**config.mk**
```make
export PLATFORM = sky130hd
export DESIGN_NAME = translation_query
export DESIGN_NICKNAME = d
export VERILOG_FILES = /design/src/shared/tq_pkg.sv /design/src/hdl/translation_query.sv
export SDC_FILE = /design/constraint.sdc
export NUM_CORES = 1
export LEC_CHECK = 0
export ABC_AREA = 1
export BUFFER_PORTS_ARGS = -buffer_cell sky130_fd_sc_hd__buf_4
export CAP_MARGIN = 20
export CORE_MARGIN = 8
export CORE_UTILIZATION = 40
export DETAILED_ROUTE_END_ITERATION = 16
export PLACE_DENSITY = 0.56
export SYNTH_ARGS = -nofsm -noshare
export SYNTH_HDL_FRONTEND = slang
export SYNTH_SLANG_ARGS = --single-unit
```
**constraint.sdc**
```tcl
create_clock -name pclk -period 2.24 [get_ports pclk]
set_clock_uncertainty 0.2 [all_clocks]
set_input_delay 0.224 -clock pclk [delete_from_list [all_inputs] [get_ports pclk]]
set_output_delay 0.224 -clock pclk [all_outputs]
set_load 0.01 [all_outputs]
```
**src/shared/tq_pkg.sv**
```systemverilog
// Purpose: Shared constants and types for the translation query unit.
// Assumes: APB slave with 32-bit data, one aligned word per register.
// Notes: Fault codes and register offsets are local encodings.
package tq_pkg;

   // ****************************************
   // Register offsets
   // ****************************************
   localparam logic [11:0] OFF_CTRL = 12'h000;
   localparam logic [11:0] OFF_SID = 12'h004;
   localparam logic [11:0] OFF_ADDR = 12'h008;
   localparam logic [11:0] OFF_RESULT = 12'h00C;
   localparam logic [11:0] OFF_FAULTING_IPA = 12'h010;
   localparam logic [11:0] OFF_CFG = 12'h014;
   localparam logic [11:0] OFF_STE = 12'h018;
   localparam logic [11:0] OFF_WALK = 12'h01C;

   // ****************************************
   // Field positions
   // ****************************************
   localparam int CTRL_RUN_BIT = 0;
   localparam int SID_SSV_BIT = 31;
   localparam int SID_SECURE_STREAM_SELECT_BIT = 30;
   localparam int ADDR_TYPE_LSB = 0;
   localparam int ADDR_RNW_BIT = 4;
   localparam int ADDR_IND_BIT = 5;
   localparam int ADDR_PNU_BIT = 6;
   localparam int ADDR_NS_BIT = 7;
   localparam int ADDR_PAGE_LSB = 12;
   localparam int CFG_EN_BIT = 0;
   localparam int CFG_S1_BIT = 1;
   localparam int CFG_S2_BIT = 2;
   localparam int CFG_SECURE_STAGE2_CAPABLE_BIT = 3;
   localparam int CFG_VM_BIT = 4;
   localparam int CFG_SECIF_BIT = 5;

   // ****************************************
   // Reset values and timing
   // ****************************************
   localparam logic [31:0] RST_WORD = 32'h0000_0000;
   localparam logic [31:0] RST_CFG = 32'h0000_0007;
   localparam logic [3:0] WALK_CYCLES = 4'h4;

   // ****************************************
   // Encodings
   // ****************************************
   localparam logic [1:0] TYPE_S1 = 2'b01;
   localparam logic [1:0] TYPE_S2 = 2'b10;
   localparam logic [1:0] TYPE_NEST = 2'b11;
   localparam logic [1:0] DSS_BYPASS = 2'b01;
   localparam logic [2:0] CFG_S1_TRANS = 3'b101;
   localparam logic [2:0] CFG_S2_TRANS = 3'b110;
   localparam logic [2:0] CFG_BOTH = 3'b111;
   localparam logic [1:0] SH_OUTER = 2'b10;
   localparam logic [1:0] RSN_S1 = 2'b00;
   localparam logic [1:0] RSN_S2_IN = 2'b11;
   localparam logic [7:0] FC_NONE = 8'h00;
   localparam logic [7:0] FC_BAD_STE = 8'h04;
   localparam logic [7:0] FC_TRANSLATION = 8'h10;
   localparam logic [7:0] FC_INTERNAL = 8'hF0;
   localparam logic [7:0] FC_INVALID_REQUEST_ERROR = 8'hF1;
   localparam logic [7:0] FC_INVALID_STAGE_ERROR = 8'hF2;

   typedef enum logic [1:0] {ST_IDLE, ST_CHECK, ST_WALK} state_t;

   typedef struct packed {
      logic fault;
      logic [7:0] code;
      logic [1:0] reason;
      logic [1:0] sh;
      logic [7:0] attr;
      logic [19:0] page;
   } result_t;

   typedef struct packed {
      logic valid;
      logic [2:0] config_f;
      logic [1:0] dss;
      logic [7:0] attr;
      logic device;
      logic walk_fault;
   } ste_t;

endpackage

```
**src/hdl/translation_query.sv**
```systemverilog
// Purpose: Software driven address translation query unit with APB access.
// Assumes: Stream entry and walk outcome are supplied by software registers.
// Notes: A query takes a check cycle and then a fixed walk time.

// Notes on behaviour
// - Stage 2 query rejected on vm port, no stage 2
// - Stage 2 query, stage 2 not configured: invalid stage
// - No secure stage 2: secure stage 2 query invalid
// - Stage 2 query with substream valid: invalid request
// - Nested query rejected on vm port or missing stage
// - Nested query, either stage not configured: invalid stage
// - Stage 1 stage check uses config field only
// - Illegal query for the port gives invalid request
// - Invalid stream entry gives bad stream entry error
// - Global port, config 0xx or 100: invalid stage
// - Vm port, config 0xx or 100: bad entry
// - Bypassed stage 1 returns input address untranslated
// - Nested bypass translates input address at stage 2
// - Access properties come only from query address
// - Non-secure attribute comes only from query address
// - Success clears fault, returns address and attributes
// - Device memory always reports outer shareable
// - Attributes exclude stream entry overrides
// - Failure sets fault bit and loads code
// - Failure reports reason; faulting address only for stage 2 input faults
// - Fault codes grouped translation related or miscellaneous
// - Run clears on the same edge that writes the result
// - Only stage 1 type accepted from vm port
module translation_query (
   input wire logic pclk,
   input wire logic presetn,
   input wire logic psel,
   input wire logic penable,
   input wire logic pwrite,
   input wire logic [11:0] paddr,
   input wire logic [31:0] pwdata,
   output logic [31:0] prdata,
   output logic pready,
   output logic pslverr
);
   import tq_pkg::*;

   // ****************************************
   // Register state
   // ****************************************
   state_t state_r, state_nxt;
   logic run_r, run_nxt;
   logic [31:0] sid_r, sid_nxt;
   logic [31:0] addr_r, addr_nxt;
   logic [31:0] cfg_r, cfg_nxt;
   logic [31:0] ste_r, ste_nxt;
   result_t res_r, res_nxt;
   logic [31:0] faulting_ipa_r, faulting_ipa_nxt;
   logic [3:0] cnt_r, cnt_nxt;
   logic [31:0] prdata_r, prdata_nxt;
   logic pready_r, pready_nxt;
   logic pslverr_r, pslverr_nxt;

   ste_t stream_table_entry;
   logic [1:0] qtype;
   logic on_vm, s1_impl, s2_impl, secure_stage2_capable, secif, secure_stream_select, ssv;
   logic s1_cfg, s2_cfg, cfg_low;
   logic [7:0] check_code;
   logic access, wr_ok, mapped;
   logic [3:0] q_props;

   assign stream_table_entry = ste_t'(ste_r[15:0]);
   assign qtype = addr_r[ADDR_TYPE_LSB +: 2];
   assign on_vm = cfg_r[CFG_VM_BIT];
   assign s1_impl = cfg_r[CFG_S1_BIT];
   assign s2_impl = cfg_r[CFG_S2_BIT];
   assign secure_stage2_capable = cfg_r[CFG_SECURE_STAGE2_CAPABLE_BIT];
   assign secif = cfg_r[CFG_SECIF_BIT];
   assign secure_stream_select = sid_r[SID_SECURE_STREAM_SELECT_BIT];
   assign ssv = sid_r[SID_SSV_BIT];
   // Access properties are taken from the query word alone; the entry holds no overrides.
   assign q_props = {addr_r[ADDR_NS_BIT], addr_r[ADDR_PNU_BIT], addr_r[ADDR_IND_BIT],
      addr_r[ADDR_RNW_BIT]};
   // Only the three-bit config field decides stage enables, never the substream default.
   assign s1_cfg = (stream_table_entry.config_f == CFG_S1_TRANS) || (stream_table_entry.config_f == CFG_BOTH);
   assign s2_cfg = (stream_table_entry.config_f == CFG_S2_TRANS) || (stream_table_entry.config_f == CFG_BOTH);
   assign cfg_low = !stream_table_entry.config_f[2] || (stream_table_entry.config_f == 3'b100);

   // ****************************************
   // Invocation checks
   // ****************************************
   always_comb begin
      check_code = FC_NONE;
      unique case (qtype)
         TYPE_S1: begin
            if (!s1_impl) begin
               check_code = FC_INVALID_REQUEST_ERROR;
            end
         end
         TYPE_S2: begin
            if (on_vm || !s2_impl || ssv) begin
               check_code = FC_INVALID_REQUEST_ERROR;
            end else if (secif && secure_stream_select && !secure_stage2_capable) begin
               check_code = FC_INVALID_STAGE_ERROR;
            end
         end
         TYPE_NEST: begin
            if (on_vm || !s1_impl || !s2_impl) begin
               check_code = FC_INVALID_REQUEST_ERROR;
            end else if (secif && secure_stream_select && !secure_stage2_capable) begin
               check_code = FC_INVALID_STAGE_ERROR;
            end
         end
         default: begin
            check_code = FC_INVALID_REQUEST_ERROR;
         end
      endcase
   end

   // ****************************************
   // Query sequencer
   // ****************************************
   always_comb begin
      state_nxt = state_r;
      run_nxt = run_r;
      res_nxt = res_r;
      faulting_ipa_nxt = faulting_ipa_r;
      cnt_nxt = cnt_r;
      unique case (state_r)
         ST_IDLE: begin
            if (run_r) begin
               state_nxt = ST_CHECK;
            end
         end
         ST_CHECK: begin
            res_nxt = '0;
            faulting_ipa_nxt = '0;
            res_nxt.fault = 1'b1;
            res_nxt.reason = RSN_S1;
            // Invocation errors are decided before the entry is looked at.
            if (check_code != FC_NONE) begin
               res_nxt.code = check_code;
               state_nxt = ST_IDLE;
               run_nxt = 1'b0;
            end else if (!stream_table_entry.valid) begin
               res_nxt.code = FC_BAD_STE;
               state_nxt = ST_IDLE;
               run_nxt = 1'b0;
            end else if (cfg_low) begin
               res_nxt.code = on_vm ? FC_BAD_STE : FC_INVALID_STAGE_ERROR;
               state_nxt = ST_IDLE;
               run_nxt = 1'b0;
            end else if ((qtype == TYPE_S1 && !s1_cfg) || (qtype == TYPE_S2 && !s2_cfg)
                  || (qtype == TYPE_NEST && !(s1_cfg && s2_cfg))) begin
               res_nxt.code = FC_INVALID_STAGE_ERROR;
               state_nxt = ST_IDLE;
               run_nxt = 1'b0;
            end else begin
               cnt_nxt = WALK_CYCLES;
               state_nxt = ST_WALK;
            end
         end
         ST_WALK: begin
            if (!cfg_r[CFG_EN_BIT]) begin
               res_nxt.fault = 1'b1;
               res_nxt.code = FC_INTERNAL;
               state_nxt = ST_IDLE;
               run_nxt = 1'b0;
            end else if (cnt_r != 4'h0) begin
               cnt_nxt = cnt_r - 4'h1;
            end else begin
               state_nxt = ST_IDLE;
               run_nxt = 1'b0;
               if (stream_table_entry.walk_fault) begin
                  res_nxt.fault = 1'b1;
                  res_nxt.code = FC_TRANSLATION;
                  // Stage 2 faults on the incoming address report it as faulting.
                  if (qtype == TYPE_S2 || (qtype == TYPE_NEST && !ssv
                        && stream_table_entry.dss == DSS_BYPASS)) begin
                     res_nxt.reason = RSN_S2_IN;
                     faulting_ipa_nxt = {addr_r[31:ADDR_PAGE_LSB], 12'h000};
                  end else begin
                     res_nxt.reason = RSN_S1;
                  end
               end else begin
                  res_nxt.fault = 1'b0;
                  res_nxt.code = FC_NONE;
                  // Bypassed stage 1 returns the input page unchanged.
                  res_nxt.page = addr_r[31:ADDR_PAGE_LSB];
                  res_nxt.attr = stream_table_entry.attr;
                  res_nxt.sh = stream_table_entry.device ? SH_OUTER : stream_table_entry.attr[1:0];
               end
            end
         end
         default: begin
            state_nxt = ST_IDLE;
         end
      endcase
      // Software can only set run; the sequencer clears it.
      if (access && pwrite && wr_ok && paddr == OFF_CTRL && pwdata[CTRL_RUN_BIT]) begin
         run_nxt = 1'b1;
      end
   end

   // ****************************************
   // APB slave
   // ****************************************
   assign access = psel && penable && !pready_r;
   // Writes to the query group are ignored while a query runs.
   assign wr_ok = !run_r;
   assign mapped = (paddr == OFF_CTRL) || (paddr == OFF_SID) || (paddr == OFF_ADDR)
      || (paddr == OFF_RESULT) || (paddr == OFF_FAULTING_IPA) || (paddr == OFF_CFG)
      || (paddr == OFF_STE) || (paddr == OFF_WALK);

   always_comb begin
      sid_nxt = sid_r;
      addr_nxt = addr_r;
      cfg_nxt = cfg_r;
      ste_nxt = ste_r;
      prdata_nxt = prdata_r;
      pready_nxt = access;
      pslverr_nxt = access && !mapped;
      if (access && pwrite && wr_ok) begin
         unique case (paddr)
            OFF_SID: sid_nxt = pwdata;
            OFF_ADDR: addr_nxt = pwdata;
            OFF_CFG: cfg_nxt = pwdata;
            OFF_STE: ste_nxt = pwdata;
            default: ;
         endcase
      end
      if (access && !pwrite) begin
         unique case (paddr)
            OFF_CTRL: prdata_nxt = {31'h0000_0000, run_r};
            OFF_SID: prdata_nxt = sid_r;
            OFF_ADDR: prdata_nxt = addr_r;
            OFF_RESULT: prdata_nxt = {res_r.page, res_r.attr, res_r.sh, res_r.reason};
            OFF_FAULTING_IPA: prdata_nxt = {res_r.code, 19'h0_0000, q_props, res_r.fault};
            OFF_CFG: prdata_nxt = cfg_r;
            OFF_STE: prdata_nxt = ste_r;
            OFF_WALK: prdata_nxt = faulting_ipa_r;
            default: prdata_nxt = RST_WORD;
         endcase
      end
   end

   always_ff @(posedge pclk or negedge presetn) begin
      if (!presetn) begin
         state_r <= ST_IDLE;
         run_r <= 1'b0;
         sid_r <= RST_WORD;
         addr_r <= RST_WORD;
         cfg_r <= RST_CFG;
         ste_r <= RST_WORD;
         res_r <= '0;
         faulting_ipa_r <= RST_WORD;
         cnt_r <= 4'h0;
         prdata_r <= RST_WORD;
         pready_r <= 1'b0;
         pslverr_r <= 1'b0;
      end else begin
         state_r <= state_nxt;
         run_r <= run_nxt;
         sid_r <= sid_nxt;
         addr_r <= addr_nxt;
         cfg_r <= cfg_nxt;
         ste_r <= ste_nxt;
         res_r <= res_nxt;
         faulting_ipa_r <= faulting_ipa_nxt;
         cnt_r <= cnt_nxt;
         prdata_r <= prdata_nxt;
         pready_r <= pready_nxt;
         pslverr_r <= pslverr_nxt;
      end
   end

   assign prdata = prdata_r;
   assign pready = pready_r;
   assign pslverr = pslverr_r;

   // ****************************************
   // Checks
   // ****************************************
   AST_VM_S2_REQ: assert property (@(posedge pclk) disable iff (!presetn)
      (state_r == ST_CHECK && qtype == TYPE_S2 && on_vm) |=> (res_r.code == FC_INVALID_REQUEST_ERROR
      && !run_r)) else $error("stage 2 query on vm port not rejected");
   AST_SSV_S2: assert property (@(posedge pclk) disable iff (!presetn)
      (state_r == ST_CHECK && qtype == TYPE_S2 && ssv) |=> res_r.code == FC_INVALID_REQUEST_ERROR)
      else $error("stage 2 query with substream not rejected");
   AST_NEST_REQ: assert property (@(posedge pclk) disable iff (!presetn)
      (state_r == ST_CHECK && qtype == TYPE_NEST && (!s1_impl || !s2_impl))
      |=> res_r.code == FC_INVALID_REQUEST_ERROR) else $error("nested query not rejected");
   AST_BAD_STE: assert property (@(posedge pclk) disable iff (!presetn)
      (state_r == ST_CHECK && check_code == FC_NONE && !stream_table_entry.valid)
      |=> res_r.code == FC_BAD_STE) else $error("bad entry not reported");
   AST_VM_LOW: assert property (@(posedge pclk) disable iff (!presetn)
      (state_r == ST_CHECK && check_code == FC_NONE && stream_table_entry.valid && cfg_low && on_vm)
      |=> res_r.code == FC_BAD_STE) else $error("vm low config not bad entry");
   AST_RUN_DONE: assert property (@(posedge pclk) disable iff (!presetn)
      $fell(run_r) |-> state_r == ST_IDLE && $past(state_r) != ST_IDLE)
      else $error("run cleared without result");
   AST_DEVICE_SH: assert property (@(posedge pclk) disable iff (!presetn)
      (state_r == ST_WALK && cnt_r == 4'h0 && cfg_r[CFG_EN_BIT] && !stream_table_entry.walk_fault
      && stream_table_entry.device) |=> res_r.sh == SH_OUTER && !res_r.fault)
      else $error("device memory not outer shareable");
   AST_WALK_TIME: assert property (@(posedge pclk) disable iff (!presetn)
      (state_r == ST_CHECK && state_nxt == ST_WALK && cfg_r[CFG_EN_BIT])
      |=> state_r == ST_WALK [*5] ##1 !run_r) else $error("walk length wrong");
endmodule

```
==> run metrics, run 1 <==
run status=completed; Post-Syn Area=10,700 sq um; most frequent cell after synthesis=nand2_1; die height=180 um; yosys warns=0; Seq/Total Area, Yosys=0.528; utilization after layout=0.495; R2R setup slack=0.14 ns; total power=9.64 mW; Mapped Nets=1,437; Worst Tran Pin Value=0.605 ns; Nets=1,553; global router's overall resource usage=0.190; Area after DPL=11,900 sq um; clk root buf=clkbuf_16; final worst-path cycle share=0.937; maxcap violations=0; Fin Setup TNS=0 ns; PwrDens=731 nW/um^2; Hold WC Path Type=primary input to flop; r2r endpoint=prdata[24]$_DFFE_PN0P_; simple-gate portion of the synthesized area=0.292; Yosys cell types=27; Synth Area in Compound Gates=0.0978; EDFF count, synth=0; Synth Area in XOR/XNOR=0; RD Place Congestion=0.862; Synth Area in Adders=0.00467; antenna fix cells=0; # fillers=2,584; ANT nets after route=0; Post-DP HPWL=19,700 um; # IOs=83; via count=9,253; largest family of logic cells by synthesized area=simple AND/OR/NAND/NOR gates; area grow syn2layout=23.1%; Via-to-Cell Ratio=4.97; CP Capture Type=flop; IO Port Bufs=82; CTS tree=built; minimum clock period=2.10 ns; die width=180 um; mux contribution to synthesized area=0; Critical Path AT=2.31 ns; final worst setup slack=0.140 ns; top-area cell type share of the netlist area=0.520; post-synthesis register bit count=226; Final Setup Violations=0; effective utilization at floorplan=0.402; Syn Area/Cell=7.75 sq um; Reg clk slew, reported paths=0.06 ns; htree depth=1; Req. time, crit path=2.45 ns; DRC Markers=0; Critical path origin=pready$_DFF_PN0_; Pleak=6.47 nW; Post CTS Setup Buffer Count=0; Sink Count=226; Startpoint Class=flop; CTS Buf Count=26; layout cells sized above 1=0.128; Total Wirelength=30,200 um; vias in the first global route=9,196; Detailed Routing Iterations Pass 1=5; GR Overflow Total=0; pin count of the biggest net entering global routing=82; DR WL/cell=16.2 um; DP Worst Slack=0.162 ns; f_max=476 MHz; RSZ-0062 raised after global routing=yes; Synth area leaders=dfrtp_1, nand2_1, o21ai_0, nand3_1, nor2_1; Core Region=26,700 sq um; top post-synthesis cells by count=nand2_1, dfrtp_1, o21ai_0, nand3_1, nor2_1; antenna violations before repair=0; global-route wire length before repair=50,700 um; post-synth top area cell=dfrtp_1; clock tree buffer depth=3; Max IR drop VDD=414 uV; origin of the critical flop-to-flop path=pready$_DFF_PN0_; Rel. slew slack=0.594; fin area=13,200 sq um; Worst Reg-to-Reg Cells=8; Final Max Slew Viols=0; ys async rst share=1.00; Worst Setup EP=prdata[24]$_DFFE_PN0P_; Post-Syn Instances=1,384; crit path max fanout=14; Top FF cell, synth=dfrtp_1; CP Class=flop to flop; Rows=60; DR iter-0 viols=903; die area=32,300 sq um; final hold vios=0; clock latency on the worst-skew pair=0.52 ns
==> final cells by class <==
class | count | area, sq um | area share
Clock buffer | 39 | 811 | 0.0614
Timing Repair Buffer | 167 | 1500 | 0.113
Tap cell | 341 | 427 | 0.0323
Multi-Input combinational cell | 958 | 4230 | 0.321
Clock inverter | 8 | 118 | 0.00891
Inverter | 121 | 457 | 0.0346
Sequential cell | 226 | 5660 | 0.429
==> per-stage QoR <==
step,instances,hold slack [ns]
floorplan,1384,-0.272
global route,1860,0.112
global placement,1774,-0.0515
finish,1860,0.106
CTS,1860,0.0767
detailed placement,1774,-0.0522
==> cells by family (layout without fill, tap and decap cells) <==
logic type / after synthesis / count (layout)
AND/OR/NAND/NOR: 747 / 747
AO/OA/AOI/OAI: 207 / 207
buffers and inverters: 200 / 335
flip-flops: 226 / 226
adder cells (fa/ha/maj): 4 / 4
==> worst max-delay path, stage by stage, from the launching register on <==
cell           delay [ns]
dfrtp_1              0.38
nor2_2               0.13
dlygate4sd3_1        0.59
inv_1                0.07
nor2_2               0.15
inv_1                0.08
buf_4                0.22
nand2_1              0.09
nand2_1              0.06
==> sequential cells by signal, summed over array words and instances, names as in the netlist, 4 cells and up <==
signal	count
res_r	37
addr_r	32
cfg_r	32
prdata	32
sid_r	32
ste_r	32
faulting_ipa_r	20
cnt_r	4
==> placed cells by master, fill, tap and decap left out, types with 2 or more instances in the layout <==
cell           instances
a21oi_1                6
a22o_1                 2
buf_12                11
buf_4                116
bufinv_16              3
clkbuf_1               3
clkbuf_16             27
clkbuf_8               9
clkinv_2               4
dfrtp_1              223
dfstp_2                3
dlygate4sd3_1         39
ha_1                   4
inv_1                120
nand2_1              413
nand2_2                3
nand3_1              177
nand3_2                6
nand4_1                3
nor2_1               131
nor2_2                 6
nor2_4                 3
nor3_1                 4
o21ai_0              179
o21ai_1               18
==> worst min-delay path by stage <==
stage	to	startpoint	cells past startpoint	slack (ns)
floorplan	addr_r[0]$_DFFE_PN0P_	presetn	0	-0.27
finish	pslverr$_DFF_PN0_	paddr[0]	5	0.11
global route	pslverr$_DFF_PN0_	paddr[0]	5	0.11
detailed placement	sid_r[9]$_DFFE_PN0P_	presetn	1	-0.05
global placement	sid_r[9]$_DFFE_PN0P_	presetn	1	-0.05
CTS	pslverr$_DFF_PN0_	paddr[0]	5	0.08
==> report_power, final <==
| part | internal, mW | total (mW) | switching, mW | leakage (nW) |
|---|---|---|---|---|
| combinational | 0.304 | 0.918 | 0.614 | 2.88 |
| sequential | 4.15 | 4.19 | 0.0390 | 3.13 |
| clock | 2.83 | 4.54 | 1.71 | 0.459 |
==> what timing repair did <==
action,4_1_cts,5_1_grt
gates resized for setup,0,2
hold buffers,39,0
endpoints found under the setup margin,0,10
hold endpoints to repair,380,0
==> routing by layer <==
metal | wire length (um) | part of all wire | up-vias | GRT usage
met4 | 507 | 0.017 | 0 | 0.0443
met5 | 0 | 0 | - | 0
met1 | 14800 | 0.49 | 4338 | 0.282
met3 | 1570 | 0.052 | 41 | 0.0246
li1 | - | - | 4650 | -
met2 | 13300 | 0.44 | 224 | 0.290
Power figures use the tool's default switching activity.
==> inputs of run 2 (changes only) <==
- BUFFER_PORTS_ARGS: -buffer_cell sky130_fd_sc_hd__buf_4 -> -buffer_cell sky130_fd_sc_hd__buf_2
==> run 2 against run 1 <==
Sequential cell count unchanged. Critical path type unchanged. Clock-buffer cell count increased by 4. Clock power decreased by 4%. Total power decreased by 1.6%. Worst hold slack got worse by 0.049 ns. First-iteration DRC count decreased by 37%. Routed wire length increased by 0.69%. Via count decreased by 0.49%. Sequential power about the same. Combinational power increased by 1%.
==> run metrics, run 2 (synthesis results as in run 1) <==
DRC Markers=0; CP cell instances=inv_1 -> ha_2 -> nand2_1 -> nor2_1 -> nand2_1 -> buf_4 -> nand2_1 -> nor2_1 -> a21oi_1; final hold vios=0; total power=9.49 mW; Nets=1,553; GR Overflow Total=0; final worst-path cycle share=0.866; Top reg by flops=res_r; ANT nets after route=0; DR WL/cell=16.3 um; area of the multi-input gates=4230 sq um; Reg clk slew, reported paths=0.06 ns; die width=180 um; htree depth=1; global router's overall resource usage=0.190; Critical Path AT=2.19 ns; die area=32,300 sq um; effective utilization at floorplan=0.402; clock latency on the worst-skew pair=0.53 ns; Total Wirelength=30,400 um; clock tree buffer depth=3; Fin Setup TNS=0 ns; vias in the first global route=9,313; Max IR drop VDD=401 uV; RSZ-0062 raised after global routing=no; Worst Tran Pin Value=0.558 ns; minimum clock period=1.94 ns; Pleak=6.39 nW; maxcap violations=0; Sink Count=226; Hold WS=0.0571 ns; Final Max Slew Viols=0; Startpoint Class=flop; area grow syn2layout=20.2%; Area after DPL=11,600 sq um; Post CTS Setup Buffer Count=0; Reg area=5660 sq um; die height=180 um; commonest non-fill, non-tap cell in the layout=nand2_1; CP Class=flop to flop; layout cells sized above 1=0.127; CTS Buf Count=26; run status=completed; utilization after layout=0.484; IO Port Bufs=82; antenna violations before repair=0; most frequent cells in the layout=nand2_1, dfrtp_1, o21ai_0; CP max stage cell=dfrtp_1; most used cell, CP=nand2_1; Detailed Routing Iterations Pass 1=5; via count=9,208; # IOs=83; RD Place Congestion=0.820; Hold WC Path Type=primary input to asynchronous set/reset pin; global-route wire length before repair=50,600 um; Post-DP HPWL=19,700 um; Rel. slew slack=0.627; Rows=60; # fillers=2,705; fin area=12,900 sq um; Final Setup Violations=0; Largest stage delay, worst path=0.40 ns; clk root buf=clkbuf_16; Via-to-Cell Ratio=4.95; crit path max fanout=39; pin count of the biggest net entering global routing=69; CTS tree=built; f_max=516 MHz; DR iter-0 viols=565; Core Region=26,700 sq um; CP Capture Type=flop; Req. time, crit path=2.49 ns; PwrDens=736 nW/um^2; antenna fix cells=0; max reg flops=37
run 2: cell count changes in the layout (fill, tap and decap cells not counted), moves of 2 or more:
cell | previous run | this run
buf_4 | 116 | 41
buf_12 | 11 | 6
dlygate4sd3_1 | 39 | 37
buf_2 | 0 | 81
clkbuf_1 | 3 | 8
run 2: area by class of cell:
class,instances,share of cell area
clock buffer,43,0.0633
clock inverter,5,0.00582
inverter,121,0.0354
multi-input combinational,958,0.328
sequential,226,0.439
tap,341,0.0331
timing repair buffer,167,0.0954
run 2: worst paths after layout:
check	startpoint	end	slack (ns)	cells past startpoint
setup / recovery	state_r[0]$_DFFE_PN0P_	res_r[29]$_DFFE_PN0P_	0.30	9
min in group pclk	paddr[0]	pslverr$_DFF_PN0_	0.09	6
setup reg to reg	state_r[0]$_DFFE_PN0P_	res_r[29]$_DFFE_PN0P_	0.30	9
max in group asynchronous	presetn	cfg_r[27]$_DFFE_PN0P_	1.09	3
hold / removal	presetn	prdata[9]$_DFFE_PN0P_	0.06	2
hold reg to reg	prdata[19]$_DFFE_PN0P_	prdata[19]$_DFFE_PN0P_	0.27	2
run 2: per-layer routing:
layer / routed length [um] / GRT usage
met4: 487 / 0.0423
met3: 1130 / 0.0264
met2: 13600 / 0.301
met5: 0 / 0
met1: 15200 / 0.273
run 2: worst max-delay path: cells and delay by family, from the launching register on:
| family | cells | cell delay [ns] |
|---|---|---|
| flip-flops | 1 | 0.40 |
| AND/OR/NAND/NOR | 5 | 0.52 |
| adder cells (fa/ha/maj) | 1 | 0.28 |
| AO/OA/AOI/OAI | 1 | 0.10 |
| buffers and inverters | 2 | 0.36 |
run 2: timing repair:
action | 4_1_cts | 5_1_grt
hold endpoints to repair | 365 | 2
resized for setup | 0 | 2
setup endpoints to repair | 0 | 8
hold buffers | 37 | 1
run 2: report_power, final:
part	leakage [nW]	total, mW	internal [mW]	switching [mW]
clock	0.440	4.38	2.70	1.68
combinational	2.83	0.927	0.290	0.638
sequential	3.13	4.19	4.15	0.0382
run 2: stage by stage:
| step | cells | worst slack, ns |
|---|---|---|
| floorplan | 1384 | 0.466 |
| global placement | 1776 | 0.201 |
| detailed placement | 1776 | 0.140 |
| CTS | 1861 | 0.102 |
| global route | 1861 | 0.0927 |
| finish | 1861 | 0.300 |
